$ cat src/core/iaor_pkg.sv
package iaor_pkg;
    // Sample width, FIFO depth and clock period
    localparam int SAMPLE_W = 12;
    localparam int FIFO_DEPTH = 32;
    localparam int CLK_PERIOD_NS = 10;
    // Reset low time owed by the controlling party, in ns
    localparam int RST_MIN_NS = 200;
    localparam int RST_MIN_CYC = (RST_MIN_NS + CLK_PERIOD_NS - 1) / CLK_PERIOD_NS;
    // Longest configuration reload, in ms, and its cycle count
    localparam int RELOAD_MAX_MS = 87;
    localparam int RELOAD_MAX_CYC = (RELOAD_MAX_MS * 1000000) / CLK_PERIOD_NS;
    localparam int LOAD_W = 24;
    localparam logic [SAMPLE_W-1:0] SAMPLE_IDLE = 12'hFFF;
    typedef enum logic [1:0] {IAOR_BOOT, IAOR_HOLD, IAOR_LOAD, IAOR_RUN} iaor_state_t;
endpackage

$ cat src/core/iaor_top.sv
`timescale 1ns/100ps
// Contract
// - Halve the sample clock; drive two channels with halves 180 degrees apart.
// - Two 12-bit output buses, each at half the conversion rate.
// - Output words are twos complement.
// - Each bus has a data-ready strobe for capture timing.
// - Configuration loads automatically at power-up before valid output.
// - Active-low reset input reloads the configuration.
// - During reset and reload all bus data and ready outputs are high.
// - Reload starts on the rising edge ending reset.
// - Reload completes within 87 ms, then output resumes.
// - Resumed data-ready toggling marks the end of reset.

// ==========================================
// Sample FIFO
module iaor_fifo #(
    parameter int WIDTH = 12,
    parameter int DEPTH = 32
) (
    // Clock and control
    input  wire logic             clk_sys,
    input  wire logic             srst,
    input  wire logic             ce,
    // Fill side
    input  wire logic [WIDTH-1:0] in_data,
    input  wire logic             in_valid,
    output logic                  in_ready,
    // Drain side
    output logic [WIDTH-1:0]      out_data,
    output logic                  out_valid,
    input  wire logic             out_ready
);
    localparam int AW = $clog2(DEPTH);
    logic [WIDTH-1:0] mem_r [DEPTH];
    logic [AW-1:0]    wptr_r;
    logic [AW-1:0]    rptr_r;
    logic [AW:0]      cnt_r;
    wire              push = in_valid && in_ready;
    wire              pop  = out_valid && out_ready;

    // Depth check at elaboration
    if (DEPTH < 2 || (1 << AW) != DEPTH) begin : g_depth_chk
        $error("DEPTH must be a power of two");
    end

    assign in_ready  = (cnt_r != (AW+1)'(DEPTH));
    assign out_valid = (cnt_r != '0);
    assign out_data  = mem_r[rptr_r];

    always_ff @(posedge clk_sys) begin
        if (ce && push) begin
            mem_r[wptr_r] <= in_data;
        end
    end

    always_ff @(posedge clk_sys) begin
        if (srst) begin
            wptr_r <= '0;
            rptr_r <= '0;
            cnt_r  <= '0;
        end else if (ce) begin
            if (push) wptr_r <= wptr_r + 1'b1;
            if (pop) rptr_r <= rptr_r + 1'b1;
            cnt_r <= cnt_r + (AW+1)'(push) - (AW+1)'(pop);
        end
    end

    fifo_bound_a: assert property (@(posedge clk_sys) disable iff (srst)
        cnt_r <= (AW+1)'(DEPTH)) else $error("fifo count above depth");
endmodule // iaor_fifo

// ==========================================
// Output and reload control
module iaor_top
    import iaor_pkg::*;
#(
    parameter int RELOAD_CYC = RELOAD_MAX_CYC
) (
    // Clock, enable, reset
    input  wire logic                        clk_sys,
    input  wire logic                        srst,
    input  wire logic                        ce,
    // Reset pin from the controlling party
    input  wire logic                        reset_n,
    // Samples from the conversion channels, one per clock
    input  wire logic [iaor_pkg::SAMPLE_W-1:0] conv_data,
    input  wire logic                        conv_valid,
    output logic                             conv_ready,
    // Channel clocks
    output logic                             chan_a_clk,
    output logic                             chan_b_clk,
    // Output buses
    output logic [iaor_pkg::SAMPLE_W-1:0]    bus_a_data,
    output logic                             bus_a_ready,
    output logic [iaor_pkg::SAMPLE_W-1:0]    bus_b_data,
    output logic                             bus_b_ready,
    // Status
    output logic                             reload_busy
);
    import iaor_pkg::*;

    if (RELOAD_CYC < 1 || RELOAD_CYC >= (1 << LOAD_W)) begin : g_reload_chk
        $error("RELOAD_CYC out of range");
    end

    iaor_state_t      state_r, state_nxt;
    logic [LOAD_W-1:0] load_cnt_r;
    logic             rst_n_d_r;
    logic             phase_r;
    logic             pair_r;
    logic [SAMPLE_W-1:0] hold_a_r;
    logic [SAMPLE_W-1:0] fifo_data;
    logic             fifo_valid;
    logic             fifo_ready;
    logic             fifo_in_ready;

    function automatic logic is_run(input iaor_state_t s);
        return (s == IAOR_RUN);
    endfunction

    wire rst_rise  = reset_n && !rst_n_d_r;
    wire load_done = (load_cnt_r == LOAD_W'(RELOAD_CYC - 1));
    wire running   = is_run(state_r);
    wire take      = running && fifo_valid;

    assign fifo_ready = running;

    // ==========================================
    // Reload sequencing
    always_comb begin
        state_nxt = state_r;
        case (state_r)
            IAOR_BOOT: state_nxt = reset_n ? IAOR_LOAD : IAOR_HOLD;
            IAOR_HOLD: if (rst_rise) state_nxt = IAOR_LOAD;
            IAOR_LOAD: if (!reset_n) state_nxt = IAOR_HOLD;
                       else if (load_done) state_nxt = IAOR_RUN;
            IAOR_RUN:  if (!reset_n) state_nxt = IAOR_HOLD;
            default:   state_nxt = IAOR_BOOT;
        endcase
    end

    iaor_fifo #(.WIDTH(SAMPLE_W), .DEPTH(FIFO_DEPTH)) u_fifo (
        .clk_sys   (clk_sys),
        .srst      (srst || (ce && !running)),
        .ce        (ce),
        .in_data   (conv_data),
        .in_valid  (conv_valid && conv_ready),
        .in_ready  (fifo_in_ready),
        .out_data  (fifo_data),
        .out_valid (fifo_valid),
        .out_ready (fifo_ready)
    );

    // ==========================================
    // State and output registers
    always_ff @(posedge clk_sys) begin
        if (srst) begin
            state_r     <= IAOR_BOOT;
            load_cnt_r  <= '0;
            rst_n_d_r   <= 1'b1;
            phase_r     <= 1'b0;
            pair_r      <= 1'b0;
            hold_a_r    <= '0;
            chan_a_clk  <= 1'b0;
            chan_b_clk  <= 1'b1;
            bus_a_data  <= SAMPLE_IDLE;
            bus_b_data  <= SAMPLE_IDLE;
            bus_a_ready <= 1'b1;
            bus_b_ready <= 1'b1;
            reload_busy <= 1'b1;
            conv_ready  <= 1'b0;
        end else if (ce) begin
            state_r     <= state_nxt;
            rst_n_d_r   <= reset_n;
            reload_busy <= !is_run(state_nxt);
            conv_ready  <= is_run(state_nxt);
            load_cnt_r  <= (state_r == IAOR_LOAD) ? load_cnt_r + 1'b1 : '0;
            phase_r     <= ~phase_r;
            chan_a_clk  <= ~phase_r;
            chan_b_clk  <= phase_r;
            if (!is_run(state_nxt)) begin
                bus_a_data  <= SAMPLE_IDLE;
                bus_b_data  <= SAMPLE_IDLE;
                bus_a_ready <= 1'b1;
                bus_b_ready <= 1'b1;
                pair_r      <= 1'b0;
            end else if (take) begin
                pair_r <= ~pair_r;
                if (!pair_r) begin
                    hold_a_r <= fifo_data;
                end else begin
                    bus_a_data  <= hold_a_r;
                    bus_b_data  <= fifo_data;
                    bus_a_ready <= ~bus_a_ready;
                    bus_b_ready <= ~bus_b_ready;
                end
            end
        end
    end

    // ==========================================
    // Checks
    idle_high_a: assert property (@(posedge clk_sys) disable iff (srst)
        reload_busy |-> (bus_a_data == SAMPLE_IDLE && bus_b_data == SAMPLE_IDLE && bus_a_ready && bus_b_ready))
        else $error("outputs not high in reload");
    hold_no_load_a: assert property (@(posedge clk_sys) disable iff (srst)
        ce && !reset_n && $past(ce) |=> state_r != IAOR_LOAD && state_r != IAOR_RUN)
        else $error("load while reset low");
    load_start_a: assert property (@(posedge clk_sys) disable iff (srst)
        ce && state_r == IAOR_HOLD && rst_rise |=> state_r == IAOR_LOAD)
        else $error("reload not started on reset rise");
    chan_anti_a: assert property (@(posedge clk_sys) disable iff (srst)
        chan_a_clk != chan_b_clk) else $error("channel clocks not in antiphase");
    chan_half_a: assert property (@(posedge clk_sys) disable iff (srst)
        ce |=> chan_a_clk != $past(chan_a_clk)) else $error("channel clock not halved");
    strobe_pair_a: assert property (@(posedge clk_sys) disable iff (srst)
        !reload_busy && $changed(bus_a_ready) |-> $changed(bus_b_ready)) else $error("strobes out of step");
    ready_stand_a: assert property (@(posedge clk_sys) disable iff (srst)
        running && reset_n && !(take && pair_r) |=> $stable(bus_a_ready) && $stable(bus_b_ready))
        else $error("strobe moved without a pair");
    fifo_room_a: assert property (@(posedge clk_sys) disable iff (srst)
        conv_ready |-> fifo_in_ready) else $error("sample accepted without fifo room");
    load_bound_a: assert property (@(posedge clk_sys) disable iff (srst)
        state_r == IAOR_LOAD |-> load_cnt_r < LOAD_W'(RELOAD_CYC)) else $error("reload overran");
endmodule // iaor_top

$ cat config.mk
export PLATFORM = sky130hd
export DESIGN_NAME = iaor_top
export DESIGN_NICKNAME = d
export VERILOG_FILES = /design/src/core/iaor_pkg.sv /design/src/core/iaor_top.sv
export SDC_FILE = /design/constraint.sdc
export NUM_CORES = 1
export LEC_CHECK = 0
export ABC_AREA = 1
export BUFFER_PORTS_ARGS = -buffer_cell sky130_fd_sc_hd__buf_2
export CORE_MARGIN = 2
export CORE_UTILIZATION = 55
export CTS_CLUSTER_DIAMETER = 30
export DETAILED_ROUTE_END_ITERATION = 12
export PLACE_DENSITY = 0.71
export SLEW_MARGIN = 30
export SYNTH_ARGS = -nofsm -noshare
export SYNTH_HDL_FRONTEND = slang
export SYNTH_SLANG_ARGS = --single-unit
$ cat constraint.sdc
create_clock -name clk_sys -period 3.27 [get_ports clk_sys]
set_clock_uncertainty 0.15 [all_clocks]
set_input_delay 0 -clock clk_sys [delete_from_list [all_inputs] [get_ports clk_sys]]
set_output_delay 0 -clock clk_sys [all_outputs]
set_load 0.1 [all_outputs]
==> results of run 1 <==
## tightest hold or removal path: cells and delay by family
family	cells	cell delay, ns
AOI/OAI and AO/OA	1	0.06
buffers and inverters	2	0.70
and+or+nand+nor	1	0.05
## registers in the layout, indices dropped and copies added (netlist names), named ones only
signal and cells:
u_fifo.mem_r 384, load_cnt_r 24, bus_a_data 12, bus_b_data 12, hold_a_r 12, u_fifo.cnt_r 6, u_fifo.rptr_r 5, u_fifo.wptr_r 5
state_r 2, bus_a_ready 1, bus_b_ready 1, chan_b_clk 1, conv_ready 1, pair_r 1, phase_r 1, reload_busy 1
rst_n_d_r 1
## area by class of cell
type / instances / area [µm²]
tap: 461 / 576.8
inverter: 101 / 384.1
clock buffer: 111 / 2445
fill: 2527 / 11590
sequential: 475 / 13360
clock inverter: 58 / 737.0
multi-input combinational: 1226 / 5528
timing repair buffer: 113 / 863.3
## logic make-up (layout without fill, tap and decap cells)
logic type,count (synthesis),after routing,share of synthesized area [%]
buffers and inverters,199,383,4.338
AND/OR/NAND/NOR,1132,1132,24.73
adder cells (fa/ha/maj),16,16,1.053
flip-flops,475,475,67.69
AO/OA/AOI/OAI,72,72,1.922
XOR/XNOR,6,6,0.2664
## routing by layer
metal / share of wire, % / up-vias / wire, µm
met1: 40 / 6796 / 19250
met3: 7.4 / 137 / 3536
met2: 48 / 627 / 23200
met5: 0 / - / 0
met4: 3.9 / 0 / 1855
li1: - / 6707 / -
## stage by stage
stage	utilization [%]	cells	cell area [µm²]	setup WS [ns]	total power, µW
after floorplan	-	1900	19730	0.2991	6868
final	67.34	2545	23900	0.5600	16340
after global routing	67.34	2545	23900	0.3058	16770
after detailed placement	57.90	2359	20540	0.5478	6998
after CTS	67.34	2545	23900	0.5343	16440
after global placement	57.90	2359	20540	0.6077	6990
## path summary, 6_finish.rpt
kind	from	endpoint	slack, ns	cells past startpoint
setup / recovery	u_fifo.cnt_r[3]	u_fifo.cnt_r[4]	0.56	15
setup reg to reg	u_fifo.cnt_r[3]	u_fifo.cnt_r[4]	0.56	15
hold / removal	srst	bus_a_ready	0.08	4
hold reg to reg	load_cnt_r[5]	load_cnt_r[5]	0.32	2
## synthesized netlist by cell type, types with 7 or more instances
cell and n:
a21oi_1 42, buf_2 60, clkbuf_1 26, dfxtp_1 91
edfxtp_1 384, ha_1 15, inv_1 90, inv_2 8
nand2_1 645, nand3_1 370, nand4_1 7, nor2_1 75
nor3_1 14, o21ai_0 22
## power groups by stage
stage                     Combinational, µW  Sequential (µW)  Clock (µW)
after floorplan                         106             6760           0
after global placement                  310             6680           0
after detailed placement                317             6680           0
after CTS                               335             6570        9540
after global routing                    363             6570        9840
final                                   336             6570        9440
## repair_timing
action | in CTS | in global routing
hold buffers | 17 | 0
endpoints found under the hold margin | 467 | 0
resized for setup | 0 | 0
==> impl_metrics.py, run 1 <==
metrics = {
    "global_route": {
        "grtUsageMet3_pct": 4.934,
        "grt_pass1_wl_mm": 75.67,
        "grt_antenna_before_repair": 0,
        "grt_util_met1_pct": 33.33,
        "grt_use_total_pct": 25.89,
        "grt.overflow.total": 0,
        "grt_util_met2_pct": 42.92,
        "busiest_layer": "met2",
        "grt_max_degree": 171,
        "grt_pass1_vias": 14170,
    },
    "finish": {
        "final_cell_mix": "nand2_1 (645), edfxtp_1 (384), nand3_1 (370)",
        "nets": 2040,
        "antenna_cells": 0,
        "layout-drive-gt1-share_pct": 13.58,
        "synthToLayoutAreaGrowth_pct": 21.13,
        "final_common_cell": "nand2_1",
    },
    "timing": {
        "post-route-min-period_ns": 2.710,
        "max_freq_ghz": 0.3690,
        "maxSlewViolCount": 0,
        "holdWs_ns": 0.08427,
        "setup_viol": 0,
        "period_share_pct": 82.88,
        "tightest_slew_ns": 0.8107,
        "hold_viol": 0,
        "rsz0062_at_grt": "no",
        "tns_ns": 0,
        "slew_headroom_pct": 45.95,
    },
    "synthesis": {
        "synth_area_leaders": "edfxtp_1 (58%), nand2_1 (12%), nand3_1 (9.4%)",
        "syn_avg_cell_area_um2": 10.38,
        "ys_seq_area_share_pct": 67.69,
        "syn-instance-count": 1900,
        "yosysTopAreaCell": "edfxtp_1",
        "ys_ff_latch": 475,
        "yosysWarnings": 0,
        "synth-edff-count": 384,
        "synth_area_mm2": 0.01973,
        "yosysTopAreaCellShare_pct": 58.45,
        "synth_nets": 1933,
        "synth_ff_type": "edfxtp_1",
        "synthArstFlopShare_pct": 0,
        "yosysUniqueCellTypes": 39,
    },
    "critical_path": {
        "worst_path_most_repeated_cell": "inv_1",
        "crit_chain": "inv_1 -> ha_1 -> nand4_1 -> nand2_1 -> inv_1 -> ha_1 -> inv_1 -> ha_1 -> inv_1 -> fa_1 -> o21ai_0 -> a21oi_1 -> xnor2_1 -> o21ai_0 -> inv_1",
        "cpMaxStageDelayCell": "fa_1",
        "critPathKind": "reg2reg",
        "cp-start-kind": "flop",
        "cp.arrival_ns": 3.05,
        "end_kind": "flop",
        "max_stage_delay_ns": 0.42,
        "cp_num_buf_inv": 5,
        "cp_max_fo": 3,
        "critPathTopFamily": "adder cells",
        "required_ns": 3.61,
    },
    "routing": {
        "wl_per_cell_um": 18.80,
        "wirelength_mm": 47.85,
        "drtIter0Drc": 1462,
        "antenna_left": 0,
        "vias": 14270,
        "drc_errors": 0,
        "viasPerCell": 5.606,
        "drtPass1Iterations": 6,
    },
    "power": {
        "swShare_pct": 20.91,
        "cellInternalPower_uw": 12930,
        "power_leakage_uw": 0.009336,
        "power_density_mw_per_mm2": 684.0,
        "power.switching_uw": 3417,
        "p_comb_share_pct": 2.1,
        "peakVddDrop_mv": 0.5130,
        "p_seq_share_pct": 40.2,
        "p_clk_share_pct": 57.7,
    },
    "floorplanning": {
        "pin_count": 47,
        "die_h_um": 193.4,
        "dieArea_mm2": 0.03740,
        "initial_utilization_pct": 55.59,
        "core_mm2": 0.03548,
        "die_w_um": 193.4,
        "row_count": 69,
    },
    "placed_design": {
        "port-buffer-count": 46,
        "place.gp.congestion": 0.8356,
        "hpwlAfterDp_mm": 26.05,
    },
    "clocking": {
        "clockRootBuffer": "clkbuf_16",
        "htree_levels": 3,
        "cts_inserted_buffers": 90,
        "clkTransAtPathRegs_ns": 0.04,
        "cts_tree": "yes",
        "cts.sinks": 475,
        "clockBufferDepth": 3,
        "postCtsSetupBuffers": 0,
        "clkLatencyLatePin_ns": 0.62,
    },
    "hold_path": {
        "hold_class": "in2reg",
    },
    "flow_run": {
        "maxCapViolCount": 0,
    },
    "status": {
        "status": "completed",
    },
}
No activity file was read; power rests on OpenSTA's default activity.
==> run 2, diff against run 1 <==
--- a/config.mk
+++ b/config.mk
@@ -5,13 +5,13 @@
 export SDC_FILE = /design/constraint.sdc
 export NUM_CORES = 1
 export LEC_CHECK = 0
-export ABC_AREA = 1
+export ABC_AREA = 0
 export BUFFER_PORTS_ARGS = -buffer_cell sky130_fd_sc_hd__buf_2
 export CORE_MARGIN = 2
 export CORE_UTILIZATION = 55
 export CTS_CLUSTER_DIAMETER = 30
 export DETAILED_ROUTE_END_ITERATION = 12
-export PLACE_DENSITY = 0.71
+export PLACE_DENSITY = 0.72
 export SLEW_MARGIN = 30
 export SYNTH_ARGS = -nofsm -noshare
 export SYNTH_HDL_FRONTEND = slang
==> constraint.sdc (replaced) <==
create_clock -name clk_sys -period 2.7 [get_ports clk_sys]
set_clock_uncertainty 0.15 [all_clocks]
set_input_delay 0 -clock clk_sys [delete_from_list [all_inputs] [get_ports clk_sys]]
set_output_delay 0 -clock clk_sys [all_outputs]
set_load 0.1 [all_outputs]
==> run 2 against run 1 <==
Worst hold slack improved by 0.11 ns; fmax grew 5.9%; largest power group unchanged; first-iteration DRC count down 35%; register-to-register slack lost 0.42 ns; clock power is 8% higher; non-clock buffer count rose by 27; critical path depth is 3 lower; utilization grew 1.6 points; via count is 30% lower; global-route usage down 1.9 points.
==> impl_metrics.py, run 2 <==
metrics = {
    "timing": {
        "maxSlewViolCount": 0,
        "post-route-min-period_ns": 2.560,
        "rsz0062_at_grt": "yes",
        "tightest_slew_ns": 0.7631,
        "max_freq_ghz": 0.3906,
        "tns_ns": 0,
        "setup_viol": 0,
        "period_share_pct": 94.81,
        "slew_headroom_pct": 49.13,
        "hold_viol": 0,
    },
    "flow_run": {
        "maxCapViolCount": 0,
    },
    "critical_path": {
        "max_stage_delay_ns": 0.32,
        "worst_path_most_repeated_cell": "ha_1",
        "crit_chain": "inv_1 -> ha_1 -> a21oi_2 -> ha_1 -> inv_1 -> ha_1 -> a21o_1 -> a21oi_1 -> o21bai_1 -> a21oi_1 -> xnor2_1 -> a211oi_1",
        "cp_max_fo": 3,
        "required_ns": 3.03,
        "cp.arrival_ns": 2.89,
        "cp-start-kind": "flop",
        "cpMaxStageDelayCell": "dfxtp_1",
        "critPathKind": "reg2reg",
        "end_kind": "flop",
    },
    "synthesis": {
        "yosysTopAreaCellShare_pct": 63.01,
        "syn-instance-count": 987,
        "synth_commonest_cells": "edfxtp_1 (384), mux4_2 (96), dfxtp_1 (91), nor2_1 (84), o22ai_1 (46)",
        "synth_nets": 1020,
        "synth_area_mm2": 0.01830,
        "yosysUniqueCellTypes": 60,
        "syn_avg_cell_area_um2": 18.54,
        "yosysTopAreaCell": "edfxtp_1",
        "ys_ff_latch": 475,
        "synthArstFlopShare_pct": 0,
        "synth_area_leaders": "edfxtp_1 (63%), mux4_2 (12%), dfxtp_1 (10%)",
        "synth_ff_type": "edfxtp_1",
        "yosysWarnings": 0,
        "ys_seq_area_share_pct": 72.97,
        "synth.most_common_cell": "edfxtp_1",
        "synth-edff-count": 384,
    },
    "global_route": {
        "grt_use_total_pct": 24.03,
        "grt_pass1_wl_mm": 62.11,
        "grt_antenna_before_repair": 0,
        "grt.overflow.total": 0,
        "grt_max_degree": 33,
        "grt_pass1_vias": 10160,
    },
    "floorplanning": {
        "row_count": 66,
        "core_mm2": 0.03262,
        "die_h_um": 186.4,
        "die_w_um": 186.4,
        "pin_count": 47,
        "initial_utilization_pct": 56.10,
        "dieArea_mm2": 0.03475,
    },
    "power": {
        "peakVddDrop_mv": 0.4549,
        "power_leakage_uw": 0.007407,
        "power_density_mw_per_mm2": 817.7,
    },
    "routing": {
        "wl_met3_mm": 2.971,
        "drtIter0Drc": 947,
        "vias": 9988,
        "viasPerCell": 5.967,
        "wl_per_cell_um": 24.56,
        "highest_layer": "met4",
        "antenna_left": 0,
        "drtPass1Iterations": 5,
        "drt-met1-wl_mm": 16.71,
        "drc_errors": 0,
        "wl_met2_mm": 20.35,
        "wirelength_mm": 41.12,
    },
    "finish": {
        "final_common_cell": "edfxtp_1",
        "largest_registers": "u_fifo.mem_r: 384 flops, load_cnt_r: 24 flops",
        "antenna_cells": 0,
        "synthToLayoutAreaGrowth_pct": 22.97,
        "num-fill-cells": 1985,
        "stdcell_count": 1674,
        "nets": 1198,
        "final_cell_mix": "edfxtp_1 (384), mux4_2 (96), dfxtp_1 (86)",
        "largest_register_ffs": 384,
        "layout-drive-gt1-share_pct": 33.69,
        "regMostFlops": "u_fifo.mem_r",
    },
    "placed_design": {
        "hpwlAfterDp_mm": 24.04,
        "port-buffer-count": 46,
        "place.gp.congestion": 0.8516,
        "place_inst": 1501,
    },
    "clocking": {
        "cts.sinks": 475,
        "clockBufferDepth": 3,
        "cts_inserted_buffers": 83,
        "clockRootBuffer": "clkbuf_16",
        "clkTransAtPathRegs_ns": 0.05,
        "cts_tree": "yes",
        "clkLatencyLatePin_ns": 0.58,
        "htree_levels": 3,
    },
    "hold_path": {
        "hold_class": "in2reg",
    },
    "status": {
        "status": "completed",
    },
}
## run 2: cell count changes after synthesis, moves of 12 or more
| cell | delta |
|---|---|
| nor4_2 | +12 |
| nand2_1 | -625 |
| mux4_2 | +96 |
| inv_1 | -75 |
| o22ai_1 | +46 |
| xnor2_1 | +15 |
| buf_2 | -45 |
| xor2_1 | +15 |
| o21ai_0 | -20 |
| o22a_1 | +24 |
| a21oi_1 | -32 |
| a22o_1 | +12 |
| nand3_1 | -360 |
| clkbuf_1 | -12 |
## run 2: cell families after synthesis
group                    share of synthesized area, %
adder cells (fa/ha/maj)                         1.135
XOR/XNOR                                        1.723
buffers and inverters                           2.044
multiplexers                                    12.16
AO/OA/AOI/OAI                                   4.492
flip-flops                                      72.97
AND/OR/NAND/NOR                                 5.483
## run 2: per-stage QoR
step | setup WS, ns | util (%) | power [µW] | hold slack [ns] | instance area [µm²]
final | 0.1400 | 68.99 | 18400 | 0.1991 | 22500
after global routing | -0.03716 | 68.99 | 18860 | 0.2120 | 22500
after CTS | 0.01200 | 68.81 | 18470 | 0.1651 | 22440
after detailed placement | -0.1060 | 59.79 | 8354 | 0.1941 | 19500
after global placement | -0.02438 | 59.79 | 8346 | 0.1778 | 19500
after floorplan | 0.1110 | - | 8207 | -0.05113 | 18300
## run 2: repair_timing
action	CTS	global route
hold endpoints to repair	414	0
cloned	0	0
endpoints found under the setup margin	246	121
setup buffers	0	3
pin swaps	0	5
resized for setup	5	13
hold buffers	18	0
## run 2: area by class of cell
type / instances / area [µm²] / share of cell area, %
tap: 442 / 553.0 / 2.457
clock buffer: 94 / 2191 / 9.735
multi-input combinational: 449 / 4617 / 20.52
timing repair buffer: 140 / 1156 / 5.137
sequential: 475 / 13360 / 59.39
clock inverter: 58 / 563.0 / 2.502
inverter: 16 / 60.06 / 0.2669
## run 2: path summary, 6_finish.rpt
check	slack [ns]	to	start	cells past startpoint
worst max-delay path	0.14	u_fifo.cnt_r[5]	u_fifo.cnt_r[4]	12
worst min-delay path	0.20	conv_ready	ce	3
worst max register to register	0.14	u_fifo.cnt_r[5]	u_fifo.cnt_r[4]	12
worst min register to register	0.30	bus_a_data[7]	bus_a_data[7]	1
## run 2: critical path: cells and delay by family (launching register included)
family	cells	cell delay, ns
DFF	1	0.32
xor gates and xnor gates	1	0.08
AOI/OAI and AO/OA	6	0.98
buffers and inverters	2	0.16
adders and majority gates	3	0.78
## run 2: power breakdown
part           total, µW  internal [µW]  switching [µW]  leakage [µW]
sequential          7940           7930            11.2       0.00419
clock              10200           6490            3670       0.00133
combinational        309           83.4             226       0.00189
total              18400          14500            3910       0.00741
## run 2: metal layers
layer,vias up,GRT usage (%)
met4,0,8.862
met2,409,39.49
li1,4352,-
met1,5143,32.22
met3,84,4.758
met5,-,0
==> run 3, diff against run 2 <==
--- a/config.mk
+++ b/config.mk
@@ -5,7 +5,6 @@
 export SDC_FILE = /design/constraint.sdc
 export NUM_CORES = 1
 export LEC_CHECK = 0
-export ABC_AREA = 0
 export BUFFER_PORTS_ARGS = -buffer_cell sky130_fd_sc_hd__buf_2
 export CORE_MARGIN = 2
 export CORE_UTILIZATION = 55
==> constraint.sdc (replaced) <==
create_clock -name clk_sys -period 2.4 [get_ports clk_sys]
set_clock_uncertainty 0.15 [all_clocks]
set_input_delay 0 -clock clk_sys [delete_from_list [all_inputs] [get_ports clk_sys]]
set_output_delay 0 -clock clk_sys [all_outputs]
set_load 0.1 [all_outputs]
==> run 3 against run 2 <==
The run now ends with setup timing left; die area is the same; power grew 15%; global-route usage shrank 0.17 points; routed wire length down 0.67%; worst hold slack worse by 0.021 ns; clock-buffer cell count down 5; sequential share of layout area fell by 2.1 points; sequential power is 12% higher; via count down 0.25%; setup slack got worse by 0.28 ns.
==> impl_metrics.py, run 3 (synthesis results as in run 2) <==
metrics = {
    "finish": {
        "final_common_cell": "edfxtp_1",
        "layout-drive-gt1-share_pct": 38.39,
        "num-fill-cells": 1936,
        "postLayoutCoreUtil_pct": 71.53,
        "nets": 1234,
        "regMostFlops": "u_fifo.mem_r",
        "antenna_cells": 0,
        "largest_registers": "u_fifo.mem_r: 384 flops, load_cnt_r: 24 flops",
        "final_cell_mix": "edfxtp_1 (384), mux4_2 (96), dfxtp_1 (86)",
        "largest_register_ffs": 384,
        "synthToLayoutAreaGrowth_pct": 27.50,
    },
    "routing": {
        "wl_per_cell_um": 23.84,
        "vias": 9963,
        "drtPass1Iterations": 5,
        "drc_errors": 0,
        "wirelength_mm": 40.84,
        "antenna_left": 0,
        "viasPerCell": 5.816,
        "drtIter0Drc": 863,
    },
    "floorplanning": {
        "pin_count": 47,
        "initial_utilization_pct": 56.10,
        "core_mm2": 0.03262,
        "die_w_um": 186.4,
        "die_h_um": 186.4,
        "dieArea_mm2": 0.03475,
        "row_count": 66,
    },
    "clocking": {
        "htree_levels": 3,
        "cts_inserted_buffers": 83,
        "clockBufferDepth": 3,
        "cts.sinks": 475,
        "clockRootBuffer": "clkbuf_16",
        "cts_tree": "yes",
        "clkLatencyLatePin_ns": 0.61,
        "clkTransAtPathRegs_ns": 0.05,
    },
    "critical_path": {
        "required_ns": 2.76,
        "end_kind": "flop",
        "rr_endpoint": "u_fifo.cnt_r[5]",
        "critPathKind": "reg2reg",
        "rrSetupSlack_ns": -0.14,
        "cp-start-kind": "flop",
        "cp_max_fo": 2,
        "crit_path_start": "u_fifo.cnt_r[3]",
        "reg2reg_from": "u_fifo.cnt_r[3]",
        "r2r_cells": 14,
        "cp.arrival_ns": 2.90,
    },
    "power": {
        "power_density_mw_per_mm2": 905.7,
        "power_leakage_uw": 0.007689,
        "peakVddDrop_mv": 0.8506,
    },
    "timing": {
        "holdWs_ns": 0.1784,
        "hold_viol": 0,
        "period_share_pct": 106.0,
        "setup_slack_ns": -0.1438,
        "setup_viol": 3,
        "max_freq_ghz": 0.3931,
        "post-route-min-period_ns": 2.544,
        "tns_ns": -0.3127,
        "rsz0062_at_grt": "yes",
        "maxSlewViolCount": 0,
        "tightest_slew_ns": 0.7964,
        "slew_headroom_pct": 46.91,
    },
    "status": {
        "status": "complete, but fails checks",
        "violations": "setup timing",
    },
    "flow_run": {
        "maxCapViolCount": 0,
    },
    "hold_path": {
        "hold_path.startpoint": "srst",
        "min_to": "state_r[0]",
        "holdPathStages": 3,
        "hold_class": "in2reg",
    },
    "global_route": {
        "grt_use_total_pct": 23.85,
        "grt_pass1_wl_mm": 61.56,
        "grt.overflow.total": 0,
        "grt_antenna_before_repair": 0,
        "grt_pass1_vias": 10230,
        "grt_max_degree": 34,
    },
    "placed_design": {
        "place.gp.congestion": 0.8135,
        "port-buffer-count": 46,
        "hpwlAfterDp_mm": 23.71,
    },
}
==> run 3: metal layers <==
| layer | track usage (%) | share of wire (%) | vias to the layer above |
|---|---|---|---|
| met1 | 34.29 | 43 | 5077 |
| li1 | - | - | 4438 |
| met4 | 7.231 | 2.0 | 0 |
| met5 | 0 | 0 | - |
| met2 | 36.80 | 48 | 387 |
| met3 | 5.623 | 7.0 | 61 |
==> run 3: final cells by class <==
class	count	area (µm²)	share of cell area, %
multi-input cells	449	4792	20.54
flip-flops and latches	475	13360	57.28
repair buffers	176	1658	7.105
well taps	442	553.0	2.370
clock buffers	89	2162	9.266
clock inverters	66	740.7	3.175
inverters	16	62.56	0.2681
==> run 3: how the worst max path moves through the flow <==
stage | endpoint | slack [ns]
floorplan | u_fifo.cnt_r[4] | -0.1
global placement | u_fifo.cnt_r[4] | -0.11
detailed placement | u_fifo.cnt_r[4] | -0.25
CTS | u_fifo.cnt_r[4] | -0.14
global route | u_fifo.cnt_r[4] | -0.28
finish | u_fifo.cnt_r[5] | -0.14
==> run 3: stage by stage <==
step	power, µW	std cells	area, µm²	worst slack (ns)
2_1_floorplan	9235	987	18350	-0.09674
3_3_place_gp	9402	1530	19940	-0.1077
3_5_place_dp	9418	1530	19940	-0.2520
4_1_cts	21270	1706	23090	-0.1441
5_1_grt	21700	1713	23330	-0.2778
6_report	21130	1713	23330	-0.1438
==> run 3: worst max-delay path, stage by stage (launching register included) <==
cell and delay, ns:
dfxtp_2 0.32, inv_2 0.08, ha_4 0.12, nor3b_4 0.21
a21oi_2 0.10, ha_4 0.29, inv_4 0.04, ha_4 0.15
buf_4 0.12, a21o_1 0.16, a21oi_2 0.15, o21bai_1 0.08
a21oi_1 0.18, xnor2_1 0.08, a211oi_1 0.22
==> run 3: where the power goes <==
| group | switching [µW] | internal [µW] | total [µW] |
|---|---|---|---|
| registers | 11.4 | 8920 | 8930 |
| logic | 262 | 112 | 375 |
| clock network | 4270 | 7560 | 11800 |
==> run 3: what timing repair did <==
item / in CTS / in global routing
resized for setup: 18 / 59
endpoints found under the hold margin: 420 / 0
cloned: 0 / 6
hold buffers: 18 / 0
endpoints found under the setup margin: 330 / 229
buffers inserted: 3 / 2
pin swaps: 10 / 11
